$ cat src/pkg/cmag_pkg.sv
// Shared constants, types and decoding for the CPU mode and MMU access guard.
package cmag_pkg;

    // Widths of the special function register bus and code addresses.
    localparam int CMAG_SFR_AW = 8;
    localparam int CMAG_SFR_DW = 8;
    localparam int CMAG_CODE_AW = 16;

    // CPU modes, one-hot so that a corrupted code is easy to spot.
    typedef enum logic [2:0]
    {
        cmag_mode_system = 3'b001,
        cmag_mode_user = 3'b010,
        cmag_mode_clos = 3'b100
    } cmag_mode_type;

    // Register groups of the special function register space.
    typedef enum logic [5:0]
    {
        cmag_grp_cpu = 6'b000001,
        cmag_grp_mmu = 6'b000010,
        cmag_grp_sysmgmt = 6'b000100,
        cmag_grp_xwin = 6'b001000,
        cmag_grp_clos = 6'b010000,
        cmag_grp_hw = 6'b100000
    } cmag_grp_type;

    // Special function register addresses held by this block.
    localparam logic [7:0] CMAG_SEG_BASE_LO = 8'hA0;
    localparam logic [7:0] CMAG_SEG_BASE_HI = 8'hA1;
    localparam logic [7:0] CMAG_PSW_UPPER = 8'hA2;
    localparam logic [7:0] CMAG_XWIN_BASE_LO = 8'hA3;
    localparam logic [7:0] CMAG_XWIN_BASE_HI = 8'hA4;
    localparam logic [7:0] CMAG_XWIN_SIZE = 8'hA5;

    // Group boundaries of the register space.
    localparam logic [7:0] CMAG_GRP_MMU_FIRST = 8'hA0;
    localparam logic [7:0] CMAG_GRP_MMU_LAST = 8'hA1;
    localparam logic [7:0] CMAG_GRP_XWIN_FIRST = 8'hA3;
    localparam logic [7:0] CMAG_GRP_XWIN_LAST = 8'hA5;
    localparam logic [7:0] CMAG_GRP_CLOS_FIRST = 8'hA6;
    localparam logic [7:0] CMAG_GRP_CLOS_LAST = 8'hAF;
    localparam logic [7:0] CMAG_GRP_HW_FIRST = 8'hB0;

    // Reset values; zero table base disables every memory segment.
    localparam logic [15:0] CMAG_SEG_BASE_RESET = 16'h0000;
    localparam logic [15:0] CMAG_XWIN_BASE_RESET = 16'h0000;
    localparam logic [7:0] CMAG_XWIN_SIZE_RESET = 8'h00;
    localparam logic [7:0] CMAG_PSW_RESET = 8'h00;
    localparam logic [7:0] CMAG_READ_DENIED = 8'h00;

    // Fixed memory partition boundary between application and
    // contactless areas; no register can move it.
    localparam logic [15:0] CMAG_PARTITION = 16'hF000;

    // Mode field of the upper program status register.
    localparam int CMAG_PSW_MODE_LSB = 0;
    localparam logic [1:0] CMAG_PSW_MODE_SYS = 2'h0;
    localparam logic [1:0] CMAG_PSW_MODE_USR = 2'h1;
    localparam logic [1:0] CMAG_PSW_MODE_CLOS = 2'h2;

    // Call instruction kinds reported by the core.
    localparam logic [1:0] CMAG_CALL_OTHER = 2'h0;
    localparam logic [1:0] CMAG_CALL_LONG = 2'h1;
    localparam logic [1:0] CMAG_CALL_ABS = 2'h2;
    localparam logic [1:0] CMAG_CALL_EXT = 2'h3;

    // Decodes an address into its register group.
    function automatic cmag_grp_type cmag_group(input logic [7:0] addr);
        if (addr >= CMAG_GRP_HW_FIRST)
            return cmag_grp_hw;
        else if (addr >= CMAG_GRP_CLOS_FIRST && addr <= CMAG_GRP_CLOS_LAST)
            return cmag_grp_clos;
        else if (addr >= CMAG_GRP_XWIN_FIRST && addr <= CMAG_GRP_XWIN_LAST)
            return cmag_grp_xwin;
        else if (addr == CMAG_PSW_UPPER)
            return cmag_grp_sysmgmt;
        else if (addr >= CMAG_GRP_MMU_FIRST && addr <= CMAG_GRP_MMU_LAST)
            return cmag_grp_mmu;
        else
            return cmag_grp_cpu;
    endfunction

    // Maps a mode to its status register field code.
    function automatic logic [1:0] cmag_mode_code(input cmag_mode_type m);
        case (m)
            cmag_mode_user: return CMAG_PSW_MODE_USR;
            cmag_mode_clos: return CMAG_PSW_MODE_CLOS;
            default: return CMAG_PSW_MODE_SYS;
        endcase
    endfunction

endpackage

$ cat src/pkg/cmag_gate_if.sv
// Interface between the guard and its register access gate.
`timescale 1ns/10ps
interface cmag_gate_if;
    import cmag_pkg::*;
    cmag_mode_type mode; // Current CPU mode.
    logic [CMAG_SFR_AW-1:0] addr; // Register being accessed.
    logic seg_hw_rd; // Segment of running code grants hw reads.
    logic seg_hw_wr; // Segment of running code grants hw writes.
    logic fw_hw_rd; // Contactless firewall grants hw reads.
    logic fw_hw_wr; // Contactless firewall grants hw writes.
    logic rd_ok; // Read is allowed.
    logic wr_ok; // Write is allowed.
    modport guard (output mode, addr, seg_hw_rd, seg_hw_wr, fw_hw_rd,
        fw_hw_wr, input rd_ok, wr_ok);
    modport gate (input mode, addr, seg_hw_rd, seg_hw_wr, fw_hw_rd,
        fw_hw_wr, output rd_ok, wr_ok);
endinterface

$ cat src/logic/cmag_guard.sv
// CPU mode tracker and guard of the MMU and security registers.
// Function
// - System Mode reads and writes segmentation registers.
// - System Mode relocates table; table edits allowed.
// - User Mode blocked from all segmentation registers.
// - Segment table is ordinary memory, not guarded here.
// - Reset clears table base, disabling all segments.
// - Restrictive reset defaults nobody can override.
// - Memory partition fixed, no register changes it.
// - Contactless mode isolated; exchange window written by System only.
// - Security register written only by permitted mode.
// - Vector calls switch the CPU mode.
// - Exception entry switches mode; return restores it for up to STACK_DEPTH nested entries.
// - Long, absolute, extended call to special address switches.
// - Permitted write of status mode bits switches mode.
// - Denied read returns zero; denied write ignored.
// - User hardware access follows current segment rights.
`timescale 1ns/10ps
module cmag_guard
    import cmag_pkg::*;
#(
    parameter int STACK_DEPTH = 4,
    parameter logic [15:0] SYS_VECTOR = 16'h0100,
    parameter logic [15:0] CFG_VECTOR = 16'h0200,
    parameter logic [15:0] SPECIAL_CALL = 16'h0300
)
(
    input wire logic clock,
    input wire logic rst_b,
    input wire logic [CMAG_SFR_AW-1:0] sfr_addr,
    input wire logic sfr_rd,
    input wire logic sfr_wr,
    input wire logic [CMAG_SFR_DW-1:0] sfr_wdata,
    input wire logic seg_hw_rd,
    input wire logic seg_hw_wr,
    input wire logic fw_hw_rd,
    input wire logic fw_hw_wr,
    input wire logic call_valid,
    input wire logic [1:0] call_kind,
    input wire logic [CMAG_CODE_AW-1:0] call_target,
    input wire logic exc_entry,
    input wire logic return_from_interrupt_instr,
    output logic [CMAG_SFR_DW-1:0] sfr_rdata,
    output logic sfr_denied,
    output logic [2:0] cpu_mode,
    output logic [15:0] seg_base,
    output logic [15:0] xwin_base,
    output logic [7:0] xwin_size,
    output logic [15:0] partition
);

    localparam int PTR_W = $clog2(STACK_DEPTH + 1);
    localparam logic [PTR_W-1:0] STACK_FULL = PTR_W'(STACK_DEPTH);
    localparam logic [PTR_W-1:0] PTR_ONE = PTR_W'(1);

    // All state of the guard, including the saved-mode stack.
    typedef struct packed
    {
        cmag_mode_type mode;
        logic [STACK_DEPTH-1:0][2:0] stack;
        logic [PTR_W-1:0] depth;
        logic [15:0] seg_base;
        logic [15:0] xwin_base;
        logic [7:0] xwin_size;
        logic [7:0] psw_upper;
        logic [7:0] rdata;
        logic denied;
        logic [15:0] partition;
    } cmag_state_type;

    cmag_state_type st; // Registered state.
    cmag_state_type next_st; // Next state.
    cmag_gate_if gi (); // Link to the access gate.
    logic rd_ok; // Read allowed this cycle.
    logic wr_ok; // Write allowed this cycle.
    logic [1:0] psw_code; // Mode field of a status register write.
    logic psw_mode_wr; // Permitted write of the status register.
    logic special_form; // Call is long, absolute or extended.

    // The gate decides every access in the cycle it is made.
    assign gi.mode = st.mode;
    assign gi.addr = sfr_addr;
    assign gi.seg_hw_rd = seg_hw_rd;
    assign gi.seg_hw_wr = seg_hw_wr;
    assign gi.fw_hw_rd = fw_hw_rd;
    assign gi.fw_hw_wr = fw_hw_wr;
    assign rd_ok = gi.rd_ok;
    assign wr_ok = gi.wr_ok;

    cmag_sfr_gate u_gate (
        .gi(gi)
    );

    // Next-state logic: register writes, read data and mode switching.
    always_comb
    begin
        next_st = st;
        psw_code = sfr_wdata[CMAG_PSW_MODE_LSB +: 2];
        psw_mode_wr = sfr_wr && wr_ok && (sfr_addr == CMAG_PSW_UPPER);
        special_form = (call_kind == CMAG_CALL_LONG) ||
            (call_kind == CMAG_CALL_ABS) || (call_kind == CMAG_CALL_EXT);
        // The partition has no write path at all.
        next_st.partition = CMAG_PARTITION;
        next_st.denied = (sfr_rd && !rd_ok) || (sfr_wr && !wr_ok);
        // Reads return zero when denied, never the real contents.
        next_st.rdata = CMAG_READ_DENIED;
        if (sfr_rd && rd_ok)
        begin
            case (sfr_addr)
                CMAG_SEG_BASE_LO: next_st.rdata = st.seg_base[7:0];
                CMAG_SEG_BASE_HI: next_st.rdata = st.seg_base[15:8];
                CMAG_PSW_UPPER: next_st.rdata = {st.psw_upper[7:2],
                    cmag_mode_code(st.mode)};
                CMAG_XWIN_BASE_LO: next_st.rdata = st.xwin_base[7:0];
                CMAG_XWIN_BASE_HI: next_st.rdata = st.xwin_base[15:8];
                CMAG_XWIN_SIZE: next_st.rdata = st.xwin_size;
                default: next_st.rdata = CMAG_READ_DENIED;
            endcase
        end
        // Writes land only when the gate allows them.
        if (sfr_wr && wr_ok)
        begin
            case (sfr_addr)
                CMAG_SEG_BASE_LO: next_st.seg_base[7:0] = sfr_wdata;
                CMAG_SEG_BASE_HI: next_st.seg_base[15:8] = sfr_wdata;
                CMAG_PSW_UPPER: next_st.psw_upper = sfr_wdata;
                CMAG_XWIN_BASE_LO: next_st.xwin_base[7:0] = sfr_wdata;
                CMAG_XWIN_BASE_HI: next_st.xwin_base[15:8] = sfr_wdata;
                CMAG_XWIN_SIZE: next_st.xwin_size = sfr_wdata;
                default: next_st.rdata = next_st.rdata;
            endcase
        end
        // Mode switching; exceptions outrank returns, status writes and
        // calls. A full stack stops saving, so very deep nesting loses
        // the newest return mode rather than corrupting the stack.
        if (exc_entry)
        begin
            if (st.depth != STACK_FULL)
            begin
                next_st.stack[st.depth] = st.mode;
                next_st.depth = st.depth + PTR_ONE;
            end
            next_st.mode = cmag_mode_system;
        end
        else if (return_from_interrupt_instr && st.depth != '0)
        begin
            next_st.depth = st.depth - PTR_ONE;
            next_st.mode = cmag_mode_type'(st.stack[st.depth - PTR_ONE]);
        end
        else if (psw_mode_wr)
        begin
            case (psw_code)
                CMAG_PSW_MODE_SYS: next_st.mode = cmag_mode_system;
                CMAG_PSW_MODE_USR: next_st.mode = cmag_mode_user;
                CMAG_PSW_MODE_CLOS: next_st.mode = cmag_mode_clos;
                default: next_st.mode = st.mode;
            endcase
        end
        else if (call_valid &&
            (call_target == SYS_VECTOR || call_target == CFG_VECTOR))
            next_st.mode = cmag_mode_system;
        else if (call_valid && special_form && call_target == SPECIAL_CALL)
            next_st.mode = cmag_mode_user;
    end

    // State register; reset loads fixed restrictive values only.
    always_ff @(posedge clock)
    begin
        if (!rst_b)
        begin
            st <= '0;
            st.mode <= cmag_mode_system;
            st.seg_base <= CMAG_SEG_BASE_RESET;
            st.xwin_base <= CMAG_XWIN_BASE_RESET;
            st.xwin_size <= CMAG_XWIN_SIZE_RESET;
            st.psw_upper <= CMAG_PSW_RESET;
            st.rdata <= CMAG_READ_DENIED;
            st.partition <= CMAG_PARTITION;
        end
        else
            st <= next_st;
    end

    // Outputs come straight from the state register.
    assign sfr_rdata = st.rdata;
    assign sfr_denied = st.denied;
    assign cpu_mode = st.mode;
    // Only the table base is guarded; the table itself is plain memory
    // whose entries follow the segment rights of the writer.
    assign seg_base = st.seg_base;
    assign xwin_base = st.xwin_base;
    assign xwin_size = st.xwin_size;
    assign partition = st.partition;
endmodule

$ cat src/logic/cmag_sfr_gate.sv
// Register access gate: grants reads and writes from mode and group.
`timescale 1ns/10ps
module cmag_sfr_gate
    import cmag_pkg::*;
(
    cmag_gate_if.gate gi
);

    // The decision is purely combinational so it is taken in the same
    // cycle as the access and a denied write never reaches a register.
    always_comb
    begin
        gi.rd_ok = 1'b0;
        gi.wr_ok = 1'b0;
        case (cmag_group(gi.addr))
            // General CPU registers are open in every mode.
            cmag_grp_cpu:
            begin
                gi.rd_ok = 1'b1;
                gi.wr_ok = 1'b1;
            end
            // Segmentation setup belongs to System Mode alone.
            cmag_grp_mmu:
            begin
                gi.rd_ok = (gi.mode == cmag_mode_system);
                gi.wr_ok = (gi.mode == cmag_mode_system);
            end
            // Status register is readable everywhere, writable by System.
            cmag_grp_sysmgmt:
            begin
                gi.rd_ok = 1'b1;
                gi.wr_ok = (gi.mode == cmag_mode_system);
            end
            // Exchange window: System configures, contactless reads.
            cmag_grp_xwin:
            begin
                gi.rd_ok = (gi.mode != cmag_mode_user);
                gi.wr_ok = (gi.mode == cmag_mode_system);
            end
            // Contactless operating system registers stay private.
            cmag_grp_clos:
            begin
                gi.rd_ok = (gi.mode == cmag_mode_clos);
                gi.wr_ok = (gi.mode == cmag_mode_clos);
            end
            // Hardware component rights depend on the mode.
            cmag_grp_hw:
            begin
                case (gi.mode)
                    cmag_mode_system:
                    begin
                        gi.rd_ok = 1'b1;
                        gi.wr_ok = 1'b1;
                    end
                    cmag_mode_user:
                    begin
                        gi.rd_ok = gi.seg_hw_rd;
                        gi.wr_ok = gi.seg_hw_wr;
                    end
                    cmag_mode_clos:
                    begin
                        gi.rd_ok = gi.fw_hw_rd;
                        gi.wr_ok = gi.fw_hw_wr;
                    end
                    default:
                    begin
                        gi.rd_ok = 1'b0;
                        gi.wr_ok = 1'b0;
                    end
                endcase
            end
            default:
            begin
                gi.rd_ok = 1'b0;
                gi.wr_ok = 1'b0;
            end
        endcase
    end

endmodule

$ cat config.mk
export PLATFORM = sky130hd
export DESIGN_NAME = cmag_guard
export DESIGN_NICKNAME = d
export VERILOG_FILES = /design/src/pkg/cmag_pkg.sv /design/src/pkg/cmag_gate_if.sv /design/src/logic/cmag_guard.sv /design/src/logic/cmag_sfr_gate.sv
export SDC_FILE = /design/constraint.sdc
export NUM_CORES = 1
export LEC_CHECK = 0
export ABC_AREA = 1
export BUFFER_PORTS_ARGS = -buffer_cell sky130_fd_sc_hd__buf_2
export CAP_MARGIN = 20
export CORE_UTILIZATION = 45
export CTS_BUF_LIST = sky130_fd_sc_hd__clkbuf_8
export CTS_CLUSTER_SIZE = 24
export DETAILED_ROUTE_END_ITERATION = 16
export HOLD_SLACK_MARGIN = 0.06
export PLACE_DENSITY = 0.77
export RECOVER_POWER = 25
export SLEW_MARGIN = 10
export SYNTH_ARGS = -nofsm -noshare
export SYNTH_HDL_FRONTEND = slang
export SYNTH_HIERARCHICAL = 1
export SYNTH_SLANG_ARGS = --single-unit
export TNS_END_PERCENT = 1
$ cat constraint.sdc
create_clock -name clock -period 1.9 [get_ports clock]
set_input_delay 0.475 -clock clock [delete_from_list [all_inputs] [get_ports clock]]
set_output_delay 0.475 -clock clock [all_outputs]
set_load 0.005 [all_outputs]
==> results of run 1 <==
## layout make-up
cell class	count	area, sq um	share of cell area (%)
sequential	73	1460	30.2
clock inverter	7	103	2.12
inverter	96	363	7.49
multi-input combinational	346	1910	39.4
tap	108	135	2.79
timing repair buffer	130	747	15.4
clock buffer	9	124	2.56
## worst min-delay path, delay by kind of cell
| family | cells | cell delay, ns |
|---|---|---|
| buf+inv | 3 | 0.21 |
| compound gates | 1 | 0.05 |
| simple gates | 1 | 0.03 |
## Yosys cell counts, types with 3 or more instances
master and number:
sky130_fd_sc_hd__nor3_1 11, sky130_fd_sc_hd__nor2_1 55, sky130_fd_sc_hd__a211oi_1 3, sky130_fd_sc_hd__inv_1 91, sky130_fd_sc_hd__buf_4 67, sky130_fd_sc_hd__inv_2 3, sky130_fd_sc_hd__nand2_2 7, sky130_fd_sc_hd__dfxtp_1 73
sky130_fd_sc_hd__o21ai_0 47, sky130_fd_sc_hd__nand4_1 7, sky130_fd_sc_hd__buf_2 4, sky130_fd_sc_hd__nand2_1 61, sky130_fd_sc_hd__a21oi_1 50, sky130_fd_sc_hd__o22ai_1 23, sky130_fd_sc_hd__a211oi_2 14, sky130_fd_sc_hd__nand3_1 28
sky130_fd_sc_hd__clkbuf_1 6, sky130_fd_sc_hd__ha_1 9
## how the worst max path moves through the flow
stage                              from  slack [ns]                        end  cells after the start
2_1_floorplan  cpu_mode[2]$_SDFFE_PP0P_        0.03   cpu_mode[1]$_SDFFE_PP0P_                     15
3_3_place_gp                sfr_addr[6]       -0.12  xwin_size[5]$_SDFFE_PN0P_                     12
3_5_place_dp                sfr_addr[6]       -0.23  xwin_size[7]$_SDFFE_PN0P_                     11
4_1_cts        cpu_mode[1]$_SDFFE_PP0P_        0.05   cpu_mode[0]$_SDFFE_PP1P_                     15
5_1_grt        cpu_mode[0]$_SDFFE_PP1P_       -0.04   cpu_mode[1]$_SDFFE_PP0P_                     16
6_report       cpu_mode[1]$_SDFFE_PP0P_        0.12   cpu_mode[0]$_SDFFE_PP1P_                     15
## logic make-up (layout without fill, tap and decap cells)
| kind of cell | Yosys count | after routing |
|---|---|---|
| adder cells (fa/ha/maj) | 9 | 9 |
| AND/OR/NAND/NOR | 178 | 178 |
| other | 2 | 16 |
| AO/OA/AOI/OAI | 143 | 143 |
| buffers and inverters | 176 | 242 |
| flip-flops | 73 | 73 |
## registers in the layout, summed over array words and instances (netlist names)
register	count
st	21
seg_base	16
xwin_base	16
sfr_rdata	8
xwin_size	8
cpu_mode	3
sfr_denied	1
## what timing repair did
item                       in CTS  in global routing
setup endpoints to repair       3                 30
setup buffers                   0                  2
resized for setup               3                 11
pin swaps                       0                  3
## metal layers
metal | vias to the layer above | part of all wire (%)
met4 | 0 | 2.6
li1 | 1968 | -
met2 | 136 | 50
met5 | - | 0
met1 | 1772 | 42
met3 | 21 | 5.7
## metrics by stage
stage               setup slack [ns]  instances  TNS [ns]  hold slack [ns]
floorplan                     0.0337        595         0            0.420
global placement              -0.119        751     -1.46            0.427
detailed placement            -0.226        751     -3.57            0.439
CTS                           0.0497        767         0            0.434
global route                 -0.0361        769   -0.0627            0.447
finish                         0.119        769         0            0.446
## power by group through the flow
| stage | clock network (W) | logic (W) | registers (W) |
|---|---|---|---|
| after floorplan | 0 | 0.000310 | 0.00162 |
| after global placement | 0 | 0.000453 | 0.00162 |
| after detailed placement | 0 | 0.000472 | 0.00162 |
| after CTS | 0.00142 | 0.000477 | 0.00159 |
| after global routing | 0.00148 | 0.000560 | 0.00159 |
| final | 0.00139 | 0.000496 | 0.00159 |
==> results_dict.tcl, run 1 <==
set metrics [dict create \
    status "finished, final reports clean" \
    vdd_drop_max_mv 0.444 \
    crit_chain "buf_4, nor2_4, nand2_2, nand3_2, nand2_1, nand4_1, nand2_1, inv_2, nand3_4, inv_4, nand3b_1, nand2_2, nand2_2, nand2_1, nand3_1" \
    layout_common_cells "sky130_fd_sc_hd__inv_1 (88), sky130_fd_sc_hd__buf_2 (85), sky130_fd_sc_hd__dfxtp_1 (72), sky130_fd_sc_hd__nand2_1 (60), sky130_fd_sc_hd__nor2_1 (54)" \
    syn_avg_cell_area_sq_um 7.25 \
    timing.final.setup_violations 0 \
    die_height_microns 98.8 \
    boundaryPins 113 \
    pin_count_of_the_biggest_net_entering_global_routing 29 \
    number_of_flops_mapped_to_enable_cells_by_yosys 0 \
    ys_seq_elements 73 \
    htree_levels 3 \
    share_of_the_synthesized_area_in_compound_gates_ao_oa_aoi_oai_pct 20.8 \
    synth.area.top_cells "sky130_fd_sc_hd__dfxtp_1 (35%), sky130_fd_sc_hd__buf_4 (12%), sky130_fd_sc_hd__inv_1 (8.1%)" \
    clock_power_share_pct 40.0 \
    p_per_area_nw_per_um2 717 \
    min_period_over_period_pct 93.7 \
    cp_max_stage_delay_ns 0.34 \
    post-dp-hpwl_microns 7860 \
    hold_class "input pin to flip-flop" \
    numPortBuffers 96 \
    timing.critical_path.arrival_ns 2.01 \
    synth.area.mux_share_pct 0 \
    final_nets 710 \
    fin_total_pwr_w 0.00347 \
    cts_sinks 73 \
    reg2reg_to "cpu_mode[0]$_SDFFE_PP1P_" \
    worst_skew_pair.late_latency_ns 0.36 \
    final_core_util_pct 54.5 \
    hold_path.startpoint "sfr_rd" \
    globalRouteTotalUtil_pct 22.2 \
    synth_largest_area_cell "sky130_fd_sc_hd__dfxtp_1" \
    layout.cell_area.non_filler_sq_um 4840 \
    synth_adder_area_share_pct 2.67 \
    post_synthesis_simple_gate_area_fraction_pct 19.5 \
    cp_slowest_cell "sky130_fd_sc_hd__dfxtp_2" \
    proportion_of_power_drawn_by_combinational_gates_pct 14.3 \
    met3_usage_pct 5.11 \
    floorplan.core_area_sq_um 8890 \
    p_leak_nw 2.15 \
    sequential_to_total_area_share_from_yosys_stat_pct 34.7 \
    drtAntennaViolNets 0 \
    synth_top_family_by_area "buffers and inverters" \
    routedWlPerCell_microns 13.6 \
    holdPathEnd "sfr_denied$_SDFF_PN0_" \
    first_global_vias 3772 \
    worst-endpoint-required_ns 2.13 \
    drv_cap 0 \
    yosys.area.top_type_share_pct 34.7 \
    timing.critical_path.to_type "flip-flop" \
    cp_num_buf_inv 3 \
    p_seq_share_pct 45.7 \
    setup.reg_to_reg.worst_slack_ns 0.12 \
    min_path_cells 5 \
    startpoint_type "flip-flop" \
    yosys_warnings 6 \
    synth_flop_cell "sky130_fd_sc_hd__dfxtp_1" \
    drt-vias-per-instance 5.07 \
    timing.final.hold_violations 0 \
    worst_r2r_path_depth 15 \
    synthesis.area_sq_um 4210 \
    cts.root.buffer_cell "sky130_fd_sc_hd__clkbuf_8" \
    sw_frac_of_total_pct 27.8 \
    syn_to_final_growth_pct 15.0 \
    synthDistinctLibCells 37 \
    type_of_the_worst_setup_path "flip-flop to flip-flop" \
    clock_skew_ns 0.00895 \
    n_fill_cell 842 \
    worstReg2RegStart "cpu_mode[1]$_SDFFE_PP0P_" \
    path_max_fanout 6 \
    die-width_microns 98.8 \
    syn_inst 581 \
    cts_clk_pin_slew_worst_paths_ns 0.08 \
    post-route-drc-count 0 \
    grt_pass1_wl_microns 17100 \
    clockBufferDepth 2 \
    gr-max-usage-layer "met2" \
    total_switching_power_w 0.000965 \
    synth-xor-area-share_pct 0 \
    cts_tree "yes" \
    gpl.final_weighted_congestion 0.885 \
    drt-initial-drc-count 201 \
    mostFrequentLayoutCell "sky130_fd_sc_hd__inv_1" \
    critical-path-top-delay-family "simple AND/OR/NAND/NOR gates" \
    final-max-slew-violation-count 0 \
    grt_util_met2_pct 39.6 \
    place_area_sq_um 4570 \
    grt_overflow_total 0 \
    vias 3897 \
    finalCriticalPeriod_ns 1.78 \
    dieArea_sq_um 9750 \
    insertedDiodeCount 0 \
    route.final.wire_length_microns 10500 \
    gr-usage-met1_pct 25.2 \
    p_int_w 0.00251 \
    grt_antenna_before_repair 0 \
    max_clock_freq_ghz 0.561 \
    drive_above_1_share_pct 27.1 \
    cts_buffers 9 \
    holdBufCountCts 0 \
    ys_async_sr_fraction_pct 0 \
    num_rows 34 \
    drt_first_pass_iters 4 \
    floorplan.initialDensity_pct 47.4 \
]
No activity file was read; power rests on OpenSTA's default activity.
==> inputs of run 2 (changes only) <==
Settings changed: CORE_UTILIZATION 45 to 30, PLACE_DENSITY 0.77 to 0.56.
==> results_dict.tcl, run 2 (synthesized netlist as in run 1, its figures left out) <==
set metrics [dict create \
    p_per_area_nw_per_um2 650 \
    grt_pass1_wl_microns 17900 \
    clock_skew_ns 0.0121 \
    p_seq_share_pct 50.6 \
    register_name_with_the_most_flops "st" \
    worst_skew_pair.late_latency_ns 0.35 \
    route.final.wire_length_microns 11000 \
    grt_antenna_before_repair 0 \
    gpl.final_weighted_congestion 0.885 \
    post-route-drc-count 0 \
    type_of_the_worst_setup_path "flip-flop to flip-flop" \
    cts_clk_pin_slew_worst_paths_ns 0.07 \
    first_global_vias 3766 \
    boundaryPins 113 \
    timing.final.hold_violations 0 \
    insertedDiodeCount 0 \
    clockBufferDepth 2 \
    syn_to_final_growth_pct 14.6 \
    numPortBuffers 96 \
    layout_common_cells "sky130_fd_sc_hd__inv_1 (92), sky130_fd_sc_hd__buf_2 (88), sky130_fd_sc_hd__dfxtp_1 (73), sky130_fd_sc_hd__nand2_1 (61), sky130_fd_sc_hd__nor2_1 (55)" \
    die-width_microns 121 \
    vdd_drop_max_mv 0.423 \
    p_leak_nw 2.13 \
    drive_above_1_share_pct 25.6 \
    final_critical_path_setup_slack_ns 0.0630 \
    path_max_fanout 5 \
    sw_frac_of_total_pct 29.3 \
    drv_cap 0 \
    p_int_w 0.00222 \
    timing.critical_path.to_type "flip-flop" \
    hold_class "flip-flop to flip-flop" \
    pin_count_of_the_biggest_net_entering_global_routing 40 \
    finalCriticalPeriod_ns 1.84 \
    max_clock_freq_ghz 0.544 \
    drt-vias-per-instance 4.52 \
    htree_levels 3 \
    dieArea_sq_um 14500 \
    startpoint_type "flip-flop" \
    num_rows 42 \
    proportion_of_power_drawn_by_combinational_gates_pct 15.4 \
    drt-initial-drc-count 142 \
    die_height_microns 121 \
    cts_tree "yes" \
    timing.final.setup_violations 0 \
    largest_register_ffs 21 \
    fin_hold_ws_ns 0.451 \
    total_switching_power_w 0.000919 \
    post-dp-hpwl_microns 8470 \
    drtAntennaViolNets 0 \
    rsz0062_at_grt "true" \
    drt_first_pass_iters 4 \
    cts.root.buffer_cell "sky130_fd_sc_hd__clkbuf_8" \
    clock_power_share_pct 34.1 \
    min_period_over_period_pct 96.7 \
    floorplan.initialDensity_pct 31.3 \
    vias 3778 \
    grt_overflow_total 0 \
    final-max-slew-violation-count 0 \
    cts_sinks 73 \
    mostFrequentLayoutCell "sky130_fd_sc_hd__inv_1" \
    holdBufCountCts 0 \
    reg_top3 "st (21), seg_base (16), xwin_base (16)" \
    routedWlPerCell_microns 13.2 \
    globalRouteTotalUtil_pct 16.0 \
    final_nets 708 \
    setup-tns-final_ns 0 \
    timing.critical_path.arrival_ns 2.06 \
    dpl_worst_slack_ns -0.148 \
    cts_buffers 9 \
    worst-endpoint-required_ns 2.12 \
    floorplan.core_area_sq_um 13500 \
    cts_post_setup_buffers_inserted 0 \
    status "finished, final reports clean" \
]
[run 2: cell count changes in the layout (fill, tap and decap cells not counted), sizes merged]
| cell | before | now |
|---|---|---|
| clkbuf | 20 | 17 |
| bufinv | 2 | 0 |
| clkinv | 4 | 6 |
| buf | 119 | 120 |
| clkinvlp | 0 | 1 |
| inv | 97 | 96 |
[run 2: timing repair]
item | CTS | global route
hold endpoints to repair | 0 | 0
resized for setup | 0 | 2
setup endpoints to repair | 0 | 38
[run 2: routing by layer]
layer  up-vias  wire [microns]  track usage [%]
met5         -               0                0
met4         0             212             5.56
met2       104            5400             29.1
met1      1706            4830             18.1
met3        15             543             3.82
li1       1953               -                -
[run 2: metrics by stage]
stage                     utilization [%]  power [W]  std cells  instance area [sq um]
after global routing                 35.9    0.00333        835                   4830
after global placement               34.6    0.00209        819                   4660
after CTS                            35.9    0.00319        835                   4830
final                                35.9    0.00314        835                   4830
after floorplan                         -    0.00193        595                   4270
after detailed placement             34.6    0.00210        819                   4660
[run 2: power groups by stage]
| stage | Combinational [W] | Sequential [W] | Clock, W |
|---|---|---|---|
| 6_report | 0.000482 | 0.00159 | 0.00107 |
| 3_3_place_gp | 0.000471 | 0.00162 | 0 |
| 2_1_floorplan | 0.000310 | 0.00162 | 0 |
| 4_1_cts | 0.000481 | 0.00159 | 0.00112 |
| 3_5_place_dp | 0.000479 | 0.00162 | 0 |
| 5_1_grt | 0.000553 | 0.00159 | 0.00118 |
[run 2: final cells by class]
type / count / area, sq um
timing repair buffer: 128 / 736
tap: 176 / 220
fill: 1496 / 8630
sequential: 73 / 1460
multi-input combinational: 346 / 1880
inverter: 96 / 362
clock inverter: 7 / 47.5
clock buffer: 9 / 124
[run 2: path summary, 6_finish.rpt]
check	startpoint	to	slack, ns	cells after the start
max	cpu_mode[1]$_SDFFE_PP0P_	cpu_mode[0]$_SDFFE_PP1P_	0.06	14
min	st[78]$_SDFFE_PN0P_	st[78]$_SDFFE_PN0P_	0.45	2
max reg2reg	cpu_mode[1]$_SDFFE_PP0P_	cpu_mode[0]$_SDFFE_PP1P_	0.06	14
min reg2reg	st[78]$_SDFFE_PN0P_	st[78]$_SDFFE_PN0P_	0.45	2
[run 2: worst max-delay path, cell delays in order, from the launching register on]
cell                       delay, ns
sky130_fd_sc_hd__dfxtp_1        0.34
sky130_fd_sc_hd__nor3_1         0.29
sky130_fd_sc_hd__nand2_1        0.08
sky130_fd_sc_hd__nand3_1        0.07
sky130_fd_sc_hd__nand2_1        0.05
sky130_fd_sc_hd__nand4_1        0.08
sky130_fd_sc_hd__nand2_1        0.06
sky130_fd_sc_hd__inv_1          0.10
sky130_fd_sc_hd__nand3_2        0.14
sky130_fd_sc_hd__clkinv_2       0.09
sky130_fd_sc_hd__nand3b_1       0.09
sky130_fd_sc_hd__nand2_2        0.10
sky130_fd_sc_hd__nand2_2        0.06
sky130_fd_sc_hd__nand2_1        0.07
sky130_fd_sc_hd__nand3_1        0.07
